==> src/rtl/sense_pkg.sv <==
// constants shared by the sense data reporter
package sense_pkg;
  // command block
  localparam logic [7:0]  OPC_REQ_SENSE     = 8'h03;
  localparam int          CDB_LEN           = 6;
  localparam int          CDB_ALLOC_IDX     = 4;
  localparam int          CDB_UNIT_HI       = 7;
  localparam int          CDB_UNIT_LO       = 5;
  // sense record
  localparam logic [6:0]  ERR_CURRENT       = 7'h70;
  localparam logic [6:0]  ERR_DEFERRED      = 7'h71;
  localparam logic [7:0]  ADD_SENSE_LEN     = 8'h0A;
  localparam logic [7:0]  SENSE_LEN         = 8'h12;
  localparam logic [31:0] CMD_INFO_NONE     = 32'h0FFF_FFFF;
  // register byte addresses
  localparam logic [7:0]  ADDR_CTRL         = 8'h00;
  localparam logic [7:0]  ADDR_STATUS       = 8'h04;
  localparam logic [7:0]  ADDR_INFO         = 8'h08;
  localparam logic [7:0]  ADDR_CMD_INFO     = 8'h0C;
  localparam logic [7:0]  ADDR_KEYS         = 8'h10;
  localparam logic [7:0]  ADDR_KEY_SPEC     = 8'h14;
  // ctrl fields
  localparam int          CTRL_COMPOSE      = 0;
  localparam int          CTRL_DEFER        = 1;
  // status fields
  localparam int          ST_ALLEGIANCE     = 0;
  localparam int          ST_DEFER_PEND     = 1;
  localparam int          ST_SENDING        = 2;
  localparam int          ST_SENT_LO        = 8;
  // keys register fields
  localparam int          KEY_LO            = 0;
  localparam int          ASC_LO            = 8;
  localparam int          ASCQ_LO           = 16;
  localparam int          KEY_INFO_VALID    = 24;
  localparam int          KEY_LEN_MISMATCH  = 25;
  // key specific register fields
  localparam int          KS_FIELD_LO       = 0;
  localparam int          KS_BITPTR_LO      = 16;
  localparam int          KS_BP_VALID       = 19;
  localparam int          KS_CDB_OR_DATA    = 20;
  localparam int          KS_VALID          = 21;
  // reset values
  localparam logic [31:0] KEYS_RESET        = 32'h0000_0000;
  localparam logic [31:0] KEY_SPEC_RESET    = 32'h0000_0000;
  localparam logic [31:0] INFO_RESET        = 32'h0000_0000;

  typedef enum logic [2:0] {
    ST_IDLE   = 3'b001,
    ST_SEND   = 3'b010,
    ST_STATUS = 3'b100
  } phase_e;
endpackage : sense_pkg

==> src/rtl/scsi_sense_data_reporter.sv <==
// sense data reporter: record capture, contingent allegiance and request sense return
//
// Decided for this implementation: register access over APB and the register addresses.
module scsi_sense_data_reporter (
  input  wire logic        sys_clk,
  input  wire logic        resetn,
  // apb slave
  input  wire logic        psel,
  input  wire logic        penable,
  input  wire logic        pwrite,
  input  wire logic [7:0]  paddr,
  input  wire logic [31:0] pwdata,
  output logic [31:0]      prdata,
  output logic             pready,
  output logic             pslverr,
  // error events from command execution
  input  wire logic        errEvent,
  input  wire logic        cacheWriteFail,
  input  wire logic        fatalError,
  // command block bytes
  input  wire logic        cdbValid,
  input  wire logic        cdbFirst,
  input  wire logic [7:0]  cdbByte,
  output logic             cdbReady,
  // data-in stream
  output logic             dinValid,
  output logic [7:0]       dinByte,
  output logic             dinLast,
  input  wire logic        dinReady,
  // command end
  output logic             statusValid,
  output logic             statusCheck
);

  // staged fields written by firmware
  logic [31:0] infoStage_reg;
  logic [31:0] cmdInfoStage_reg;
  logic [31:0] keysStage_reg;
  logic [31:0] keySpecStage_reg;
  // retained record
  logic        recInfoValid_reg;
  logic [6:0]  recCode_reg;
  logic        recLenMis_reg;
  logic [3:0]  recKey_reg;
  logic [31:0] recInfo_reg;
  logic [31:0] recCmdInfo_reg;
  logic [7:0]  recAsc_reg;
  logic [7:0]  recAscq_reg;
  logic        recKsv_reg;
  logic        recCd_reg;
  logic        recBpv_reg;
  logic [2:0]  recBitPtr_reg;
  logic [15:0] recField_reg;

  logic        allegiance_reg;
  logic        deferPend_reg;
  sense_pkg::phase_e phase_reg;
  logic [2:0]  cdbIdx_reg;
  logic [7:0]  cdbOpc_reg;
  logic [2:0]  cdbUnit_reg;
  logic [7:0]  sendLen_reg;
  logic [7:0]  sendIdx_reg;
  logic [7:0]  sentCount_reg;
  logic        fatalSeen_reg;
  logic        statusValid_reg;
  logic        statusCheck_reg;
  logic        dinValid_reg;
  logic [7:0]  dinByte_reg;
  logic        dinLast_reg;

  logic        apbWrite;
  logic        apbRead;
  logic        addrHit;
  logic        ctrlWrite;
  logic        compose;
  logic        deferSet;
  logic        cdbTake;
  logic        cdbDone;
  logic        reqSense;
  logic        dinTake;
  logic        sendDone;
  logic [7:0]  allocLen;
  logic [7:0]  nextIdx;
  logic        senseStart;
  logic [7:0]  sendLenClamp;

  assign apbWrite = psel && penable && pwrite;
  assign apbRead  = psel && penable && !pwrite;
  assign pready   = 1'b1;
  assign addrHit  = (paddr == sense_pkg::ADDR_CTRL) || (paddr == sense_pkg::ADDR_STATUS) ||
                    (paddr == sense_pkg::ADDR_INFO) || (paddr == sense_pkg::ADDR_CMD_INFO) ||
                    (paddr == sense_pkg::ADDR_KEYS) || (paddr == sense_pkg::ADDR_KEY_SPEC);
  assign pslverr  = psel && penable && !addrHit;
  assign ctrlWrite = apbWrite && (paddr == sense_pkg::ADDR_CTRL);

  // an error seen by hardware or reported by firmware composes the record
  assign compose  = errEvent || (ctrlWrite && pwdata[sense_pkg::CTRL_COMPOSE]);
  assign deferSet = cacheWriteFail || (ctrlWrite && pwdata[sense_pkg::CTRL_DEFER]);

  // staged registers
  always_ff @(posedge sys_clk) begin
    if (!resetn) begin
      infoStage_reg    <= sense_pkg::INFO_RESET;
      cmdInfoStage_reg <= sense_pkg::CMD_INFO_NONE;
      keysStage_reg    <= sense_pkg::KEYS_RESET;
      keySpecStage_reg <= sense_pkg::KEY_SPEC_RESET;
    end else if (apbWrite) begin
      case (paddr)
        sense_pkg::ADDR_INFO:     infoStage_reg    <= pwdata;
        sense_pkg::ADDR_CMD_INFO: cmdInfoStage_reg <= pwdata;
        sense_pkg::ADDR_KEYS:     keysStage_reg    <= pwdata;
        sense_pkg::ADDR_KEY_SPEC: keySpecStage_reg <= pwdata;
        default: ;
      endcase
    end
  end

  // apb read data
  // loaded in the setup cycle so that it stands through the access cycle
  always_ff @(posedge sys_clk) begin
    if (!resetn) begin
      prdata <= 32'h0000_0000;
    end else if (psel && !penable && !pwrite) begin
      case (paddr)
        sense_pkg::ADDR_STATUS: begin
          prdata <= 32'h0000_0000;
          prdata[sense_pkg::ST_ALLEGIANCE] <= allegiance_reg;
          prdata[sense_pkg::ST_DEFER_PEND] <= deferPend_reg;
          prdata[sense_pkg::ST_SENDING]    <= (phase_reg == sense_pkg::ST_SEND);
          prdata[sense_pkg::ST_SENT_LO +: 8] <= sentCount_reg;
        end
        sense_pkg::ADDR_INFO:     prdata <= infoStage_reg;
        sense_pkg::ADDR_CMD_INFO: prdata <= cmdInfoStage_reg;
        sense_pkg::ADDR_KEYS:     prdata <= keysStage_reg;
        sense_pkg::ADDR_KEY_SPEC: prdata <= keySpecStage_reg;
        default:                  prdata <= 32'h0000_0000;
      endcase
    end
  end

  // a failed cached write waits for the next composed record
  // a failure arriving on the compose cycle itself still marks that record deferred
  always_ff @(posedge sys_clk) begin
    if (!resetn) begin
      deferPend_reg <= 1'b0;
    end else if (deferSet) begin
      deferPend_reg <= 1'b1;
    end else if (compose) begin
      deferPend_reg <= 1'b0;
    end
  end

  // retained record: captured on compose, emptied once delivered
  // an error on the delivery cycle keeps the new record instead of clearing it
  always_ff @(posedge sys_clk) begin
    if (!resetn || (sendDone && !compose)) begin
      recInfoValid_reg <= 1'b0;
      recCode_reg      <= sense_pkg::ERR_CURRENT;
      recLenMis_reg    <= 1'b0;
      recKey_reg       <= 4'h0;
      recInfo_reg      <= sense_pkg::INFO_RESET;
      recCmdInfo_reg   <= sense_pkg::CMD_INFO_NONE;
      recAsc_reg       <= 8'h00;
      recAscq_reg      <= 8'h00;
      recKsv_reg       <= 1'b0;
      recCd_reg        <= 1'b0;
      recBpv_reg       <= 1'b0;
      recBitPtr_reg    <= 3'h0;
      recField_reg     <= 16'h0000;
    end else if (compose) begin
      recInfoValid_reg <= keysStage_reg[sense_pkg::KEY_INFO_VALID];
      recCode_reg      <= (deferPend_reg || deferSet) ? sense_pkg::ERR_DEFERRED
                                                      : sense_pkg::ERR_CURRENT;
      recLenMis_reg    <= keysStage_reg[sense_pkg::KEY_LEN_MISMATCH];
      recKey_reg       <= keysStage_reg[sense_pkg::KEY_LO +: 4];
      recInfo_reg      <= infoStage_reg;
      recCmdInfo_reg   <= cmdInfoStage_reg;
      recAsc_reg       <= keysStage_reg[sense_pkg::ASC_LO +: 8];
      recAscq_reg      <= keysStage_reg[sense_pkg::ASCQ_LO +: 8];
      recKsv_reg       <= keySpecStage_reg[sense_pkg::KS_VALID];
      recCd_reg        <= keySpecStage_reg[sense_pkg::KS_CDB_OR_DATA];
      recBpv_reg       <= keySpecStage_reg[sense_pkg::KS_BP_VALID];
      recBitPtr_reg    <= keySpecStage_reg[sense_pkg::KS_BITPTR_LO +: 3];
      recField_reg     <= keySpecStage_reg[sense_pkg::KS_FIELD_LO +: 16];
    end
  end

  // contingent allegiance: a new error wins over the clear
  always_ff @(posedge sys_clk) begin
    if (!resetn) begin
      allegiance_reg <= 1'b0;
    end else if (compose) begin
      allegiance_reg <= 1'b1;
    end else if (sendDone) begin
      allegiance_reg <= 1'b0;
    end
  end

  // extended record byte selector
  function automatic logic [7:0] senseByte(input logic [7:0] idx);
    begin
      case (idx)
        8'd0:    senseByte = {recInfoValid_reg, recCode_reg};
        8'd1:    senseByte = 8'h00;
        8'd2:    senseByte = {2'b00, recLenMis_reg, 1'b0, recKey_reg};
        8'd3:    senseByte = recInfo_reg[31:24];
        8'd4:    senseByte = recInfo_reg[23:16];
        8'd5:    senseByte = recInfo_reg[15:8];
        8'd6:    senseByte = recInfo_reg[7:0];
        8'd7:    senseByte = sense_pkg::ADD_SENSE_LEN;
        8'd8:    senseByte = recCmdInfo_reg[31:24];
        8'd9:    senseByte = recCmdInfo_reg[23:16];
        8'd10:   senseByte = recCmdInfo_reg[15:8];
        8'd11:   senseByte = recCmdInfo_reg[7:0];
        8'd12:   senseByte = recAsc_reg;
        8'd13:   senseByte = recAscq_reg;
        8'd14:   senseByte = 8'h00;
        8'd15:   senseByte = {recKsv_reg, recCd_reg, 2'b00, recBpv_reg, recBitPtr_reg};
        8'd16:   senseByte = recField_reg[15:8];
        8'd17:   senseByte = recField_reg[7:0];
        default: senseByte = 8'h00;
      endcase
    end
  endfunction : senseByte

  // command block intake
  // command bytes wait while a record streams or status is given
  assign cdbReady = (phase_reg == sense_pkg::ST_IDLE);
  assign cdbTake  = cdbValid && cdbReady;
  assign cdbDone  = cdbTake && (cdbFirst ? 1'b0 : (cdbIdx_reg == 3'(sense_pkg::CDB_LEN - 1)));
  assign allocLen = cdbByte;
  assign reqSense = (cdbOpc_reg == sense_pkg::OPC_REQ_SENSE) && (cdbUnit_reg == 3'b000);
  // a complete request sense block for unit 0 taken while idle starts the data-in phase
  assign senseStart = (phase_reg == sense_pkg::ST_IDLE) && cdbDone && reqSense;
  // a short allocation length ends the data-in phase early
  assign sendLenClamp = (allocLen < sense_pkg::SENSE_LEN) ? allocLen : sense_pkg::SENSE_LEN;

  always_ff @(posedge sys_clk) begin
    if (!resetn) begin
      cdbIdx_reg  <= 3'h0;
      cdbOpc_reg  <= 8'h00;
      cdbUnit_reg <= 3'h0;
    end else if (cdbTake) begin
      if (cdbFirst) begin
        cdbIdx_reg <= 3'h1;
        cdbOpc_reg <= cdbByte;
      end else begin
        cdbIdx_reg <= cdbDone ? 3'h0 : cdbIdx_reg + 3'h1;
        if (cdbIdx_reg == 3'h1) begin
          cdbUnit_reg <= cdbByte[sense_pkg::CDB_UNIT_HI:sense_pkg::CDB_UNIT_LO];
        end
      end
    end
  end

  // data-in transfer
  assign dinTake  = dinValid_reg && dinReady;
  assign sendDone = (phase_reg == sense_pkg::ST_SEND) &&
                    ((sendLen_reg == 8'h00) || (dinTake && dinLast_reg));
  assign nextIdx  = sendIdx_reg + 8'h01;

  always_ff @(posedge sys_clk) begin
    if (!resetn) begin
      phase_reg    <= sense_pkg::ST_IDLE;
      sendLen_reg  <= 8'h00;
      sendIdx_reg  <= 8'h00;
      dinValid_reg <= 1'b0;
      dinByte_reg  <= 8'h00;
      dinLast_reg  <= 1'b0;
    end else begin
      case (phase_reg)
        sense_pkg::ST_IDLE: begin
          // length byte is the last one needed; the sixth byte starts the send
          if (cdbTake && !cdbFirst && cdbIdx_reg == 3'(sense_pkg::CDB_ALLOC_IDX)) begin
            sendLen_reg <= sendLenClamp;
          end
          if (senseStart) begin
            phase_reg    <= sense_pkg::ST_SEND;
            sendIdx_reg  <= 8'h00;
            dinValid_reg <= (sendLen_reg != 8'h00);
            dinByte_reg  <= senseByte(8'h00);
            dinLast_reg  <= (sendLen_reg == 8'h01);
          end
        end
        sense_pkg::ST_SEND: begin
          // a zero allocation length ends the phase before any byte
          if (sendDone) begin
            phase_reg    <= sense_pkg::ST_STATUS;
            dinValid_reg <= 1'b0;
            dinLast_reg  <= 1'b0;
          end else if (dinTake) begin
            sendIdx_reg <= nextIdx;
            dinByte_reg <= senseByte(nextIdx);
            dinLast_reg <= (nextIdx + 8'h01 == sendLen_reg);
          end
        end
        sense_pkg::ST_STATUS: begin
          phase_reg <= sense_pkg::ST_IDLE;
        end
        default: phase_reg <= sense_pkg::ST_IDLE;
      endcase
    end
  end

  // count of bytes delivered by the last request sense
  always_ff @(posedge sys_clk) begin
    if (!resetn) begin
      sentCount_reg <= 8'h00;
    end else if (senseStart) begin
      sentCount_reg <= 8'h00;
    end else if (dinTake) begin
      sentCount_reg <= sentCount_reg + 8'h01;
    end
  end

  // fatal error seen while request sense runs
  always_ff @(posedge sys_clk) begin
    if (!resetn || phase_reg == sense_pkg::ST_IDLE) begin
      fatalSeen_reg <= 1'b0;
    end else if (fatalError) begin
      fatalSeen_reg <= 1'b1;
    end
  end

  // status: check condition on error outside the ST_STATUS cycle, good after request sense unless fatal
  always_ff @(posedge sys_clk) begin
    if (!resetn) begin
      statusValid_reg <= 1'b0;
      statusCheck_reg <= 1'b0;
    end else if (phase_reg == sense_pkg::ST_STATUS) begin
      statusValid_reg <= 1'b1;
      statusCheck_reg <= fatalSeen_reg || fatalError;
    end else if (compose) begin
      // firmware-reported errors end the command the same way as hardware ones
      statusValid_reg <= 1'b1;
      statusCheck_reg <= 1'b1;
    end else begin
      statusValid_reg <= 1'b0;
      statusCheck_reg <= 1'b0;
    end
  end

  assign dinValid    = dinValid_reg;
  assign dinByte     = dinByte_reg;
  assign dinLast     = dinLast_reg;
  assign statusValid = statusValid_reg;
  assign statusCheck = statusCheck_reg;

endmodule : scsi_sense_data_reporter

==> config.mk <==
export PLATFORM = sky130hd
export DESIGN_NAME = scsi_sense_data_reporter
export DESIGN_NICKNAME = d
export VERILOG_FILES = /design/src/rtl/sense_pkg.sv /design/src/rtl/scsi_sense_data_reporter.sv
export SDC_FILE = /design/constraint.sdc
export NUM_CORES = 1
export LEC_CHECK = 0
export ABC_AREA = 1
export BUFFER_PORTS_ARGS = -buffer_cell sky130_fd_sc_hd__buf_2
export CAP_MARGIN = 10
export CORE_ASPECT_RATIO = 0.75
export CORE_MARGIN = 2
export CORE_UTILIZATION = 60
export DETAILED_ROUTE_END_ITERATION = 7
export PLACE_DENSITY = 0.87
export SKIP_CTS_REPAIR_TIMING = 1
export SYNTH_ARGS = -nofsm -noshare
export SYNTH_HDL_FRONTEND = slang
export SYNTH_SLANG_ARGS = --single-unit
==> constraint.sdc <==
create_clock -name sys_clk -period 2.95 [get_ports sys_clk]
set_input_delay 0.295 -clock sys_clk [delete_from_list [all_inputs] [get_ports sys_clk]]
set_output_delay 0.295 -clock sys_clk [all_outputs]
set_load 0.1 [all_outputs]
==> impl_results.md <==
* Worst Path Max Fanout at 24
* Die Ht at 136 um
* Synth top area share at 46.7%
* Initial drt markers at 1,821
* #FFs+latches synth at 325
* Routed Antenna Nets at 0
* Synth top area cells: dfxtp_1 (47%), nand2_1 (10%), a21oi_1 (9.0%), o21ai_0 (5.7%), inv_1 (5.5%)
* Gate Count Post-Synth at 1,894
* Post-synth EDFFs at 0
* CP Data Arrival Time at 3.10 ns
* H-tree Lvls at 1
* Clock buffer depth at 3
* Overall Global Routing Usage at 34.5%
* Hold_sp: pwdata[12]
* FILL cells at 1,803
* Vias per cell at 6.02
* Row count at 48
* Overall Power at 8.93 mW
* Relative slew margins at 51.9%
* Max Freq at 0.385 GHz
* Wire per inst at 18.8 um
* CTS buffer count at 31
* Violated checks: negative hold slack
* Worst VDD drop at 0.556 mV
* Top_reg_cell synth: dfxtp_1
* Syn nets at 1,961
* Max Slew Vio Count at 0
* Min cycle time layout at 2.60 ns
* Endpoints failing hold at 7
* RePlAce Congestion at 0.930
* Core Footprint at 22,900 um2
* Leakage at 6.30 nW
* Post-synth top area cell: dfxtp_1
* Yosys warns at 0
* Startpoint types: flop
* WP data required at 3.45 ns
* Vias in the first global route at 12,500
* Die area at 24,500 um2
* Buffers added on ports at 104
* Share of async-settable or async-resettable flops after synthesis at 0%
* CTS tree: built
* # diodes at 0
* Pwr/cell area at 567 nW/um2
* Worst Hold Slack at -0.00838 ns
* Layout Nets at 2,023
* DP Area at 14,700 um2
* Crit. End Element: flop
* CTS Root Cell: clkbuf_16
* Post-route cell area at 15,800 um2
* Setup TNS at 0 ns
* HP Class: in -> reg
* Post-synth design cell area at 13,900 um2
* Fin crit share at 88.1%
* Worst-skew pair later-pin latency at 0.58 ns
* Crit path from: sendIdx_reg[0]
* Die X at 180 um
* Num Clock Sinks at 325
* WL final at 42.9 mm
* Initial antenna violation count at 1
* RR Startpoint: sendIdx_reg[0]
* RSZ-0062 raised after global routing: no
* Area delta synth->final at 13.1%
* Setup Crit Path Kind: reg -> reg
* Status: finished, violations left
* Netlist cell types at 47
* DRC viols at 0
* Fin Clk Skew at 0.0132 ns
* DR pass1 iterations at 7
* Clock Pin Slew Worst Setup and Hold Paths at 0.07 ns
* I/O pin count at 106
* Setup Viol. Count Final at 0
* Largest net degree at the start of global routing at 129
* Share of cells above drive strength 1 at 11.3%
* Mean post-synth cell area at 7.36 um2
* Register area share after synthesis at 46.7%
* GRT overflow at 0
* Least-Margin Pin Slew at 0.721 ns
* Max cap viols at 0
* Min-Delay Path Depth at 3
* Reg2Reg Depth at 15
* Starting Density at 60.9%
* First-pass GRT wire length at 67.7 mm
* Fin util at 68.9%
* DP HPWL at 29.7 mm
* DR vias at 13,700
-- logic make-up after synthesis --
| family | Yosys count | synth area share (%) |
|---|---|---|
| XOR/XNOR | 15 | 1.04 |
| AO/OA/AOI/OAI | 554 | 21.9 |
| adder cells (fa/ha/maj) | 8 | 0.718 |
| AND/OR/NAND/NOR | 660 | 20.3 |
| buffers and inverters | 331 | 9.39 |
| flip-flops | 325 | 46.7 |
| other | 1 | 0.0269 |
-- power breakdown --
part	internal, mW	leakage, nW	switching [mW]
clock	2.33	0.514	1.71
combinational	0.107	3.16	0.329
sequential	4.43	2.63	0.0250
total	6.87	6.30	2.06
-- stage by stage --
stage,std cells,worst slack (ns)
after floorplan,1894,0.313
after global placement,2220,0.473
after detailed placement,2220,0.393
after CTS,2274,0.367
after global routing,2277,0.112
final,2277,0.352
-- cell usage after synthesis, types with 6 or more instances --
| library cell | count |
|---|---|
| buf_2 | 26 |
| nor2_1 | 81 |
| inv_1 | 205 |
| xnor2_1 | 8 |
| nand3_1 | 143 |
| inv_2 | 6 |
| a21oi_1 | 250 |
| nand2_2 | 6 |
| o211ai_1 | 57 |
| nor2_2 | 8 |
| o21ai_1 | 8 |
| xor2_1 | 6 |
| nand2_1 | 377 |
| a211oi_1 | 11 |
| o21ai_0 | 159 |
| clkbuf_1 | 78 |
| nor3_1 | 23 |
| ha_1 | 8 |
| dfxtp_1 | 325 |
| clkinv_1 | 7 |
| o22ai_1 | 59 |
-- worst max-delay path, stage by stage, from the launching register on --
cell and delay [ns]:
dfxtp_1 0.43, ha_1 0.28, nand2_2 0.12, nor2_4 0.15, inv_2 0.03, nand2_1 0.11, nand3_1 0.14, nor2_4 0.16
buf_4 0.25, buf_4 0.28, nand3_1 0.10, nand3_1 0.12, nor2_1 0.05, nand3_1 0.09, nand2_1 0.07, a21oi_1 0.12
-- routing by layer --
layer  global-route usage [%]  wire length, um  up-vias
met5                        0                0        -
met1                     49.0            18000     6439
li1                         -                -     6435
met3                     8.76             5290      102
met4                     9.76             1270        0
met2                     52.0            18300      742
-- layout by cell type (no fill, tap or decap), drive strengths merged, types with 8 or more instances in the layout --
| master | instances |
|---|---|
| a211oi | 11 |
| a21oi | 252 |
| buf | 139 |
| clkbuf | 46 |
| clkinv | 13 |
| dfxtp | 325 |
| ha | 8 |
| inv | 211 |
| nand2 | 384 |
| nand3 | 143 |
| nor2 | 91 |
| nor3 | 27 |
| o211ai | 57 |
| o21ai | 167 |
| o22ai | 59 |
| xnor2 | 8 |
-- final cells by class --
class | count | area [um2] | share of cell area, %
clock buffers | 46 | 922 | 5.85
flip-flops and latches | 325 | 6510 | 41.3
repair buffers | 142 | 881 | 5.59
well taps | 300 | 375 | 2.38
multi-input cells | 1238 | 6140 | 39.0
clock inverters | 8 | 116 | 0.738
inverters | 218 | 820 | 5.20
-- final timing paths --
| kind | to | slack (ns) |
|---|---|---|
| setup / recovery | dinByte[2] | 0.35 |
| hold / removal | cmdInfoStage_reg[12] | -0.008 |
| setup reg to reg | dinByte[2] | 0.35 |
| hold reg to reg | keySpecStage_reg[24] | 0.45 |
Power figures use the tool's default switching activity.
